--- src/hdl/etw_defs.vh ---
`ifndef ETW_DEFS_VH
`define ETW_DEFS_VH
// Register offsets on the plain register port (index = byte address).
`define ETW_ADDR_LATCH     4'h0
`define ETW_ADDR_PTR_LOW   4'h1
`define ETW_ADDR_PTR_HIGH  4'h2
`define ETW_ADDR_PTR_UPPER 4'h3
`define ETW_ADDR_MEMORY_CONTROL_REG    4'h4
`define ETW_ADDR_STATUS    4'h5
`define ETW_ADDR_HOLD      4'h6
// Memory control register fields.
`define ETW_WAIT_LSB       0
`define ETW_WM_LSB         4
`define ETW_BUS8_BIT       7
`define ETW_MEMORY_CONTROL_REG_RESET   8'h03
// Write mode field encodings.
`define ETW_WM_BYTE_WRITE  2'h0
`define ETW_WM_WORD_WRITE  2'h1
`define ETW_WM_BYTE_SELECT 2'h2
// Pointer update variants.
`define ETW_PTR_KEEP       2'h0
`define ETW_PTR_POST_INC   2'h1
`define ETW_PTR_POST_DEC   2'h2
`define ETW_PTR_PRE_INC    2'h3
// Pointer layout.
`define ETW_PTR_WIDTH      21
// Quarter phases of one instruction cycle.
`define ETW_QPHASES        2'h3
`define ETW_Q4             2'h3
// Configuration space base (upper pointer byte).
`define ETW_CFG_UPPER      5'h10
`endif

--- src/hdl/etw_phase_gen.v ---
`timescale 1ns/10ps
// Quarter phase counter: an instruction cycle is four clocks unless hold parks it on the fourth phase.
module etw_phase_gen
(
  clk,
  reset,
  hold,
  phase,
  cycle_end
);
`include "etw_defs.vh"
  input        clk;
  input        reset;
  input        hold;
  output [1:0] phase;
  output       cycle_end;
  reg    [1:0] phase_r;

  // The counter parks on the fourth phase while a wait is held, so waits stretch at that phase.
  always @(posedge clk)
  begin
    if (reset)
      phase_r <= 2'h0;
    else if (!(hold && phase_r == `ETW_Q4))
      phase_r <= phase_r + 2'h1;
  end

  assign phase     = phase_r;
  assign cycle_end = (phase_r == `ETW_Q4) && !hold;
endmodule // etw_phase_gen

--- src/hdl/etw_write_port.v ---
`timescale 1ns/10ps
module etw_write_port
(
  clk,
  reset,
  reg_addr,
  reg_wdata,
  reg_wr,
  reg_rd,
  reg_rdata,
  table_write_instr,
  table_read_instr,
  ptr_op,
  fetch_req,
  rd_bus_in,
  busy,
  ad_out,
  ad_oe,
  addr_hi,
  addr_le,
  write_low_strobe_n,
  write_high_strobe_n,
  upper_byte_select_n,
  lower_byte_select_n,
  byte_address_line,
  read_enable_n
);
`include "etw_defs.vh"
  parameter PW = `ETW_PTR_WIDTH;
  input             clk;
  input             reset;
  input      [3:0]  reg_addr;
  input      [7:0]  reg_wdata;
  input             reg_wr;
  input             reg_rd;
  output     [7:0]  reg_rdata;
  input             table_write_instr;
  input             table_read_instr;
  input      [1:0]  ptr_op;
  input             fetch_req;
  input      [15:0] rd_bus_in;
  output            busy;
  output     [15:0] ad_out;
  output     [15:0] ad_oe;
  output     [4:0]  addr_hi;
  output            addr_le;
  output            write_low_strobe_n;
  output            write_high_strobe_n;
  output            upper_byte_select_n;
  output            lower_byte_select_n;
  output            byte_address_line;
  output            read_enable_n;

  localparam ST_IDLE = 2'h0;
  localparam ST_ADDR = 2'h1;
  localparam ST_DATA = 2'h2;
  localparam ST_WAIT = 2'h3;

  reg [7:0]    reg_rdata_r;
  reg [7:0]    table_latch_r;
  reg [7:0]    hold_latch_r;
  reg [7:0]    memory_control_reg_r;
  reg [PW-1:0] table_pointer_r;
  reg [1:0]    state_r;
  reg [3:0]    wait_cnt_r;
  reg          is_write_r;
  reg          post_inc_r;
  reg          post_dec_r;
  reg          cfg_refused_r;
  reg          busy_r;
  reg [15:0]   ad_out_r;
  reg [15:0]   ad_oe_r;
  reg [4:0]    addr_hi_r;
  reg          addr_le_r;
  reg          wrl_n_r;
  reg          wrh_n_r;
  reg          ub_n_r;
  reg          lb_n_r;
  reg          ba0_r;
  reg          rd_n_r;

  wire [1:0] phase;
  wire       cycle_end;
  wire       stretch;
  wire [1:0] wait_field = memory_control_reg_r[`ETW_WAIT_LSB+1:`ETW_WAIT_LSB];
  wire [1:0] write_mode_field = memory_control_reg_r[`ETW_WM_LSB+1:`ETW_WM_LSB];
  wire       bus8 = memory_control_reg_r[`ETW_BUS8_BIT];
  wire       start = (state_r == ST_IDLE) && (phase == `ETW_Q4) && !fetch_req
                     && (table_write_instr || table_read_instr);
  wire [PW-1:0] ptr_inc = table_pointer_r + {{(PW-1){1'b0}}, 1'b1};
  wire [PW-1:0] ptr_dec = table_pointer_r - {{(PW-1){1'b0}}, 1'b1};
  wire [PW-1:0] acc_ptr = (ptr_op == `ETW_PTR_PRE_INC) ? ptr_inc : table_pointer_r;
  wire          ptr0 = table_pointer_r[0];

  wire          word_mode = !bus8 && (write_mode_field == `ETW_WM_WORD_WRITE);
  wire          word_even = is_write_r && word_mode && !ptr0;
  wire          word_odd  = is_write_r && word_mode && ptr0;
  // A 16-bit read takes an odd byte from the high half of the bus.
  wire [7:0]    rd_byte   = (bus8 || !ptr0) ? rd_bus_in[7:0] : rd_bus_in[15:8];
  wire [15:0]   lane_byte;
  wire [15:0]   lane_oe;
  reg  [1:0]    lane_drive;
  reg           wrl_n_nxt;
  reg           wrh_n_nxt;
  reg           ub_n_nxt;
  reg           lb_n_nxt;
  genvar        g;

  // Only the data cycle of a table access is stretched; fetches never reach this state.
  assign stretch = (state_r == ST_DATA || state_r == ST_WAIT) && (wait_cnt_r != 4'h0);

  etw_phase_gen u_phase
  (
    .clk       (clk),
    .reset     (reset),
    .hold      (stretch),
    .phase     (phase),
    .cycle_end (cycle_end)
  );

  // Data-cycle pin values, loaded into the output flops as the address cycle ends.
  always @*
  begin
    lane_drive = 2'b00;
    wrl_n_nxt  = 1'b1;
    wrh_n_nxt  = 1'b1;
    ub_n_nxt   = 1'b1;
    lb_n_nxt   = 1'b1;
    if (is_write_r)
    begin
      if (bus8)
      begin
        lane_drive = 2'b01;
        wrl_n_nxt  = 1'b0;
      end
      else
      begin
        case (write_mode_field)
          `ETW_WM_WORD_WRITE:
          begin
            // An even write only fills the holding latch, so the bus stays released.
            if (ptr0)
            begin
              lane_drive = 2'b11;
              wrh_n_nxt  = 1'b0;
              ub_n_nxt   = 1'b0;
              lb_n_nxt   = 1'b0;
            end
          end
          `ETW_WM_BYTE_SELECT:
          begin
            lane_drive = 2'b11;
            wrh_n_nxt  = 1'b0;
            ub_n_nxt   = !ptr0;
            lb_n_nxt   = ptr0;
          end
          default:
          begin
            lane_drive = 2'b11;
            wrh_n_nxt  = !ptr0;
            wrl_n_nxt  = ptr0;
          end
        endcase
      end
    end
  end

  // Both byte lanes come from one loop; only the low lane of an odd word write shows the holding latch.
  generate
    for (g = 0; g < 2; g = g + 1)
    begin : g_lane
      wire lane_hold = word_odd && (g == 0);
      assign lane_byte[8*g+7:8*g] = lane_hold ? hold_latch_r : table_latch_r;
      assign lane_oe[8*g+7:8*g]   = {8{lane_drive[g]}};
    end
  endgenerate

  always @(posedge clk)
  begin
    if (reset)
    begin
      state_r    <= ST_IDLE;
      wait_cnt_r <= 4'h0;
      is_write_r <= 1'b0;
      post_inc_r <= 1'b0;
      post_dec_r <= 1'b0;
      cfg_refused_r <= 1'b0;
      busy_r     <= 1'b0;
      table_pointer_r <= {PW{1'b0}};
      table_latch_r   <= 8'h00;
      hold_latch_r    <= 8'h00;
      memory_control_reg_r <= `ETW_MEMORY_CONTROL_REG_RESET;
      reg_rdata_r <= 8'h00;
      ad_out_r  <= 16'h0000;
      ad_oe_r   <= 16'h0000;
      addr_hi_r <= 5'h00;
      addr_le_r <= 1'b0;
      wrl_n_r   <= 1'b1;
      wrh_n_r   <= 1'b1;
      ub_n_r    <= 1'b1;
      lb_n_r    <= 1'b1;
      ba0_r     <= 1'b0;
      rd_n_r    <= 1'b1;
    end
    else
    begin
      reg_rdata_r <= 8'h00;
      if (reg_rd)
      begin
        case (reg_addr)
          `ETW_ADDR_LATCH:     reg_rdata_r <= table_latch_r;
          `ETW_ADDR_PTR_LOW:   reg_rdata_r <= table_pointer_r[7:0];
          `ETW_ADDR_PTR_HIGH:  reg_rdata_r <= table_pointer_r[15:8];
          `ETW_ADDR_PTR_UPPER: reg_rdata_r <= {3'h0, table_pointer_r[PW-1:16]};
          `ETW_ADDR_MEMORY_CONTROL_REG:    reg_rdata_r <= memory_control_reg_r;
          `ETW_ADDR_STATUS:    reg_rdata_r <= {4'h0, cfg_refused_r, is_write_r, state_r != ST_IDLE, busy_r};
          `ETW_ADDR_HOLD:      reg_rdata_r <= hold_latch_r;
          default:             reg_rdata_r <= 8'h00;
        endcase
      end
      if (reg_wr)
      begin
        case (reg_addr)
          `ETW_ADDR_LATCH:     table_latch_r <= reg_wdata;
          `ETW_ADDR_PTR_LOW:   table_pointer_r[7:0] <= reg_wdata;
          `ETW_ADDR_PTR_HIGH:  table_pointer_r[15:8] <= reg_wdata;
          `ETW_ADDR_PTR_UPPER: table_pointer_r[PW-1:16] <= reg_wdata[4:0];
          `ETW_ADDR_MEMORY_CONTROL_REG:    memory_control_reg_r <= reg_wdata;
          default:             ;
        endcase
      end
      case (state_r)
        ST_IDLE:
        begin
          if (start)
          begin
            // Configuration space writes are refused: a write there never reaches the bus, while a read there proceeds.
            if (table_write_instr && acc_ptr[PW-1:16] >= `ETW_CFG_UPPER)
              cfg_refused_r <= 1'b1;
            else
            begin
              state_r    <= ST_ADDR;
              busy_r     <= 1'b1;
              is_write_r <= table_write_instr;
              post_inc_r <= (ptr_op == `ETW_PTR_POST_INC);
              post_dec_r <= (ptr_op == `ETW_PTR_POST_DEC);
              if (ptr_op == `ETW_PTR_PRE_INC)
                table_pointer_r <= ptr_inc;
            end
          end
        end
        ST_ADDR:
        begin
          ad_out_r  <= table_pointer_r[15:0];
          ad_oe_r   <= 16'hFFFF;
          addr_hi_r <= table_pointer_r[PW-1:16];
          addr_le_r <= (phase != `ETW_Q4);
          if (cycle_end)
          begin
            // First instruction cycle carries the address; the second is the data cycle.
            state_r    <= ST_DATA;
            addr_le_r  <= 1'b0;
            // The wait field counts instruction cycles; the counter runs in clocks while parked.
            wait_cnt_r <= {wait_field, 2'b00};
            ba0_r      <= ptr0;
            ad_oe_r    <= lane_oe;
            if (is_write_r)
              ad_out_r <= lane_byte;
            wrl_n_r    <= wrl_n_nxt;
            wrh_n_r    <= wrh_n_nxt;
            ub_n_r     <= ub_n_nxt;
            lb_n_r     <= lb_n_nxt;
            rd_n_r     <= is_write_r;
            // Only an even word write loads the holding latch, so an unpaired odd write reuses stale data.
            if (word_even)
              hold_latch_r <= table_latch_r;
          end
        end
        ST_DATA, ST_WAIT:
        begin
          if (phase == `ETW_Q4 && wait_cnt_r != 4'h0)
          begin
            // Each extra cycle is added while parked on the fourth phase.
            state_r    <= ST_WAIT;
            wait_cnt_r <= wait_cnt_r - 4'h1;
          end
          if (cycle_end)
          begin
            // Strobes rise at the end of the final cycle, writing the location then.
            state_r <= ST_IDLE;
            busy_r  <= 1'b0;
            wrl_n_r <= 1'b1;
            wrh_n_r <= 1'b1;
            ub_n_r  <= 1'b1;
            lb_n_r  <= 1'b1;
            rd_n_r  <= 1'b1;
            ad_oe_r <= 16'h0000;
            if (!is_write_r)
              table_latch_r <= rd_byte;
            if (post_inc_r)
              table_pointer_r <= ptr_inc;
            else if (post_dec_r)
              table_pointer_r <= ptr_dec;
          end
        end
        default:
          state_r <= ST_IDLE;
      endcase
    end
  end

  assign reg_rdata           = reg_rdata_r;
  assign busy                = busy_r;
  assign ad_out              = ad_out_r;
  assign ad_oe               = ad_oe_r;
  assign addr_hi             = addr_hi_r;
  assign addr_le             = addr_le_r;
  assign write_low_strobe_n  = wrl_n_r;
  assign write_high_strobe_n = wrh_n_r;
  assign upper_byte_select_n = ub_n_r;
  assign lower_byte_select_n = lb_n_r;
  assign byte_address_line   = ba0_r;
  assign read_enable_n       = rd_n_r;
endmodule // etw_write_port
--- config.mk ---
export PLATFORM = sky130hd
export DESIGN_NAME = etw_write_port
export DESIGN_NICKNAME = d
export VERILOG_FILES = /design/src/hdl/etw_phase_gen.v /design/src/hdl/etw_write_port.v
export VERILOG_INCLUDE_DIRS = /design/src /design/src/hdl
export SDC_FILE = /design/constraint.sdc
export NUM_CORES = 1
export LEC_CHECK = 0
export BUFFER_PORTS_ARGS = -buffer_cell sky130_fd_sc_hd__buf_2
export CAP_MARGIN = 0
export CORE_MARGIN = 2
export CORE_UTILIZATION = 35
export CTS_CLUSTER_DIAMETER = 200
export DETAILED_ROUTE_END_ITERATION = 8
export PLACE_DENSITY_LB_ADDON = 0.25
export RECOVER_POWER = 100
export SLEW_MARGIN = 0
export SYNTH_ARGS = -nofsm -noshare
export SYNTH_HDL_FRONTEND = slang
export SYNTH_SLANG_ARGS = --single-unit
export TNS_END_PERCENT = 100
--- constraint.sdc ---
create_clock -name clk -period 2.8 [get_ports clk]
set_input_delay 0.28 -clock clk [delete_from_list [all_inputs] [get_ports clk]]
set_output_delay 0.28 -clock clk [all_outputs]
set_load 0.005 [all_outputs]
After elaboration in Yosys (flattened, before gate mapping) --
Index checks and enable logic that the tools add are counted.
Storage, ports and cells: output and inout bits 53, register bits 110, word-level logic and storage cells 157, input bits 37
Operators by class: muxes and demuxes 67, magnitude comparators 1, eq/ne operators 22, $add $sub $neg 4, bitwise gates (word level) 2, reduce and logical (&&, ||, !) cells 38
Operator list (number):
- two-way mux 21 bit | 8
- two-way mux 8 bit | 9
- two-way mux 16 bit | 4
- case mux 8 bit (7 select lines) | 1
- case mux 21 bit (2 select lines) | 1
- case mux 16 bit (2 select lines) | 1
- adder 21 x 1 -> 21 bit, second input constant | 1
- subtractor 21 x 1 -> 21 bit, second input constant | 1
- two-way mux 1 bit | 20
- two-way mux 2 bit | 9
- case mux 1 bit (2 select lines) | 9
- AND reduction 3 bit | 5
- equality test 2 bit, second input constant | 6
- equality test 4 x 3 -> 1 bit, second input constant | 3
- logical AND 1 bit | 12
- != test 2 bit, second input constant | 6
- equality test 4 x 2 -> 1 bit, second input constant | 2
- two-way mux 4 bit | 2
- case mux 4 bit (2 select lines) | 1
- AND reduction 4 bit | 2
- equality test 2 x 1 -> 1 bit, second input constant | 3
- case mux 2 bit (3 select lines) | 1
- AND reduction 2 bit | 3
- nonzero test 2 bit | 3
- 13 further kinds | 21

Longest topological paths before layout --
word-level depth 7, mapped depth 10, gate-level depth less buffers 8

Cells and area by module --
From an unflattened synthesis, not the netlist that was laid out.
Unflattened totals: cell total of the unflattened synthesis 801, area, all modules 6368.6 um2
Modules (own cells, without submodules):
- etw_write_port | times used 1, area each 6266.0 um2, seq. area each 1881.8 um2, cells an instance 791
- etw_phase_gen | times used 1, area each 102.6 um2, seq. area each 40.0 um2, cells an instance 10

Worst setup path after synthesis --
No wires, ideal clock.
path kind register to register, from reg table_pointer_r[5], to reg table_pointer_r[18], cell stages (with the launch flop) 10, buffers on the path 3, setup time 0.122 ns, path slack 0.513 ns, clock period less this slack 2.287 ns, arrival time 2.165 ns, data required time 2.678 ns, cells stage by stage dfxtp_1 buf_6 or4_4 buf_6 or2_1 buf_6 o31ai_2 nor4b_1 a211oi_1 a221o_1
Between the ends: cells in the longest elaborated chain, start to end 7, elaborated cells between the ends (all ways) 12, those cells by class 2 x add/sub; 1 x order compare; 8 x mux; 1 x reduce/logical
RTL lines:
- start, declared | line etw_write_port.v:63 | reg [PW-1:0] table_pointer_r;
- start signal, assigned | line etw_write_port.v:189 | table_pointer_r <= {PW{1'b0}};
- start signal, assigned | line etw_write_port.v:225 | `ETW_ADDR_PTR_LOW: table_pointer_r[7:0] <= reg_wdata;
- start signal, assigned by index | line etw_write_port.v:227 | `ETW_ADDR_PTR_UPPER: table_pointer_r[PW-1:16] <= reg_wdata[4:0];
- adder 21 x 1 -> 21 bit | line etw_write_port.v:90 | wire [PW-1:0] ptr_inc = table_pointer_r + {{(PW-1){1'b0}}, 1'b1};
- two-way mux 21 bit | line etw_write_port.v:92 | wire [PW-1:0] acc_ptr = (ptr_op == `ETW_PTR_PRE_INC) ? ptr_inc : table_pointer_r;
- >= comparator 5 bit (no line)
- logical AND 1 bit (no line)
- two-way mux 21 bit | line etw_write_port.v:238 | if (table_write_instr && acc_ptr[PW-1:16] >= `ETW_CFG_UPPER)
- two-way mux 21 bit | line etw_write_port.v:235 | if (start)
- case mux 21 bit (2 select lines) (*) | line etw_write_port.v:232 | case (state_r)
Mark *: on every way between the ends. The rest lies on a longest branch, timed or not. A chain may end at the register's enable or synchronous reset.

Worst setup path after layout --
from reg table_pointer_r[11], to reg table_pointer_r[14]
Same word-level chain as after synthesis.

==> run summary <==
======================================================================================
Effective utilization at floorplan                                               35.6%
Xor/xnor share of the synthesized area                                           4.52%
Worst R2R Setup Slack                                                          0.09 ns
Die X-Extent                                                                    139 um
Area share of the leading cell type in the synthesized netlist                   30.1%
Number of global-route vias before repair                                        6,061
Crit Path Category                                                             reg2reg
Launching element type of the critical path                                   register
CP endpoint                                                               table_pointer_r[14]
Slew headroom                                                                    9.93%
Number of synthesized register bits                                                 96
RSZ-0062 raised after global routing                                             false
Fill cells                                                                       1,891
Core outline area                                                           18,000 um2
Dominant cell by count in the synthesized netlist                              dfxtp_1
Portion of total power attributed to sequential cells                            46.3%
Largest net degree at the start of global routing                                   70
Total global routing overflow                                                        0
Detailed Route Iter0 Violations                                                    889
P_sw                                                                        0.000876 W
Nets                                                                               925
Fraction of the mapped netlist area in simple logic gates                        24.2%
Combinational family with the most area after synthesis                   simple AND/OR/NAND/NOR gates
Multi-input gate area in the final layout                                     3960 um2
Layout cells sized above 1                                                       17.7%
Seq. cell area                                                                1920 um2
Delay of the slowest critical-path stage                                       0.65 ns
CTS clock-pin slew for the worst setup and hold paths                          0.08 ns
Cell Pwr Density                                                            410 nW/um2
Reg2reg path depth                                                                   7
Setup total negative slack                                                        0 ns
Outcome                                                                   complete, no violations
Clock latency reported for the late side of the worst-skew pair                0.36 ns
Clock tree from TritonCTS                                                          yes
DRC violation count after routing                                                    0
Crit end category                                                             register
Leakage Power                                                                  2.78 nW
Longest Clk Path Bufs                                                                2
Critical Path AT                                                               3.00 ns
Full die area                                                               19,300 um2
Placer's final routability congestion estimate                                   0.972
Placed Instances                                                                 1,099
EDFF count, synth                                                                    0
Data required time at the worst endpoint                                       3.09 ns
Detailed-route via count                                                         6,646
Highest attainable clock frequency                                             368 MHz
Total Routed Length                                                            24.0 mm
Clock tree root driver cell                                                  clkbuf_16
Cts bufs inserted                                                                    9
Most frequently used flop master after synthesis                               dfxtp_1
Endpoint of the most critical register-to-register path                   table_pointer_r[14]
Final HPWL from detailed placement                                             17.3 mm
Overall Global Routing Usage                                                     24.3%
Instance count of the mapped netlist                                               807
Power share of the combinational group                                           12.1%
Cells taking the most area after synthesis                                dfxtp_1 30%, mux2i_1 8.0%, nand2_1 5.0%, nor2_1 4.2%, a21oi_1 4.0%
Mean number of vias per cell                                                      5.96
Launching instance or port of the critical path                           table_pointer_r[11]
Cell area after technology mapping                                            6390 um2
Most used standard cells in the synthesized netlist                       96 x dfxtp_1, 85 x nand2_1, 71 x nor2_1
Synthesized netlist net count                                                      851
Routed wirelength normalized by instance count                                 21.5 um
Setup Fix Bufs, Post-CTS                                                             0
Share of the clock period used by the worst path                                 96.9%
Worst-path cell with the longest stage delay                                     or4_1
Port-buffer cells                                                                   89
Family with the most delay on the worst path                              simple AND/OR/NAND/NOR gates
Sequential share of the synthesized area                                         30.1%
Maximum capacitance violations                                                       0
Number of cells on the critical path                                                 7
Top-Level Pins                                                                      90
Switching portion of total power                                                 28.9%
Slew at the pin with the worst max-slew slack                                  1.35 ns
Number of setup violations in the final report                                       0
ANT nets after route                                                                 0
Post-Synth Adder-Cell Area                                                       1.37%
Fraction of registers with async set or reset after synthesis                       0%
Final Instance Count excl. Fillers                                               1,115
Final critical-path required period                                            2.71 ns
Wire length of the first global-routing pass                                   36.6 mm
Number of distinct standard cells referenced by the synthesized netlist             68
Setup clock skew after layout                                               0.00669 ns
Max IR drop VDD                                                               0.335 mV
Multiplexer fraction of the synthesized cell area                                10.1%
Area fraction in compound gates after synthesis                                  22.1%
First drt pass iteration count                                                       5
Antenna cell count                                                                   0
Height of the die                                                               139 um
Number of core rows                                                                 49
Number of buffers inserted by hold repair at cts                                     0
Power Internal                                                               0.00215 W
Yosys synthesis warning count                                                        0
Post-Synthesis Mean Instance Area                                             7.91 um2
Number of hold-slack violations in the final timing report                           0
Sink Count                                                                          96
Post-cts resize count                                                                0
Worst R2R Start                                                           table_pointer_r[11]
Clk pwr share                                                                    41.6%
Max-slew violation total from the final report                                       0
Cell breakdown of the critical path                                       nand4_4 -> or4_1 -> mux2i_2 -> nor2_2 -> buf_4 -> or3_1 -> a31oi_1
Initial antenna violation count                                                      0
Worst hold-check path type                                                      in2reg
Number of buffers and inverters on the critical path                                 1
Top cell type by total area after synthesis                                    dfxtp_1
H-Tree Level Count                                                                   3
Maximum fanout along the worst path                                                  9
Area added between synthesis and finish                                          15.5%
======================================================================================
[cell type report]
type	count	share of cell area, %
clock buffers	9	3.05
multi-input cells	610	53.7
flip-flops and latches	96	26.1
clock inverters	7	1.00
well taps	229	3.88
inverters	15	0.763
repair buffers	149	11.5
[logic make-up after synthesis]
| kind of cell | after synthesis |
|---|---|
| AOI/OAI and AO/OA | 204 |
| xor gates and xnor gates | 33 |
| adders and majority gates | 7 |
| buffers and inverters | 101 |
| DFF | 96 |
| muxes | 62 |
| and+or+nand+nor | 304 |
[layer usage]
layer  up-vias  share of wire (%)  track usage, %
li1       3101                  -               -
met1      3120                 44            34.7
met2       374                 43            35.8
met3        51                9.9            5.32
met4         0                3.3            8.93
met5         -                  0               0
[state kept, by name, indices dropped and copies added, names as in the netlist, 4 cells and up]
name                  cells
ad_out                   16
wait_cnt_r                4
table_pointer_r          21
addr_hi                   5
hold_latch_r              8
memory_control_reg_r      8
table_latch_r             8
reg_rdata                 8
[cell usage in the layout, fill, tap and decap left out, types with 14 or more instances in the layout]
master    Yosys  routed
dfxtp_1      96      96
a211oi_1     24      24
xnor2_1      21      21
nand3_1      34      34
o21ai_0      26      26
buf_4        19      47
nor2b_1      15      15
mux2i_1      51      51
nor3_1       20      21
buf_2         5      61
clkbuf_1     48      36
nor2_1       71      71
nand2_1      85      85
inv_1        14      14
o211ai_1     16      16
a21oi_1      51      50
[metrics by stage]
step           instance area (um2)  setup slack (ns)  util [%]  hold slack (ns)  total power (W)
6_report                      7380            0.0862      41.1            0.257          0.00303
5_1_grt                       7380            0.0237      41.1            0.274          0.00313
4_1_cts                       7480             0.267      41.6            0.246          0.00305
3_5_place_dp                  7180             0.337      40.0            0.444          0.00180
3_3_place_gp                  7180             0.394      40.0            0.440          0.00180
2_1_floorplan                 6390             0.513         -            0.427          0.00166
[tightest hold or removal path, delay by kind of cell]
family | cells | cell delay [ns]
buffers and inverters | 1 | 0.15
and+or+nand+nor | 1 | 0.08
AOI/OAI and AO/OA | 1 | 0.05
[power by group through the flow]
stage / Combinational, W / Sequential (W) / Clock [W]
3_3_place_gp: 0.000365 / 0.00143 / 0
6_report: 0.000368 / 0.00140 / 0.00126
5_1_grt: 0.000394 / 0.00141 / 0.00133
4_1_cts: 0.000364 / 0.00140 / 0.00128
2_1_floorplan: 0.000232 / 0.00143 / 0
3_5_place_dp: 0.000362 / 0.00143 / 0
[worst min path at each step]
stage | startpoint | to | slack, ns | depth (start not counted)
3_3_place_gp | addr_hi[3] | addr_hi[3] | 0.44 | 2
5_1_grt | reg_wdata[5] | memory_control_reg_r[5] | 0.27 | 3
2_1_floorplan | table_write_instr | is_write_r | 0.43 | 2
3_5_place_dp | ad_out[7] | ad_out[7] | 0.44 | 2
4_1_cts | reg_wdata[6] | memory_control_reg_r[6] | 0.25 | 3
6_report | reg_wdata[6] | memory_control_reg_r[6] | 0.26 | 3
Note: power is estimated with default switching activity, not from simulation.
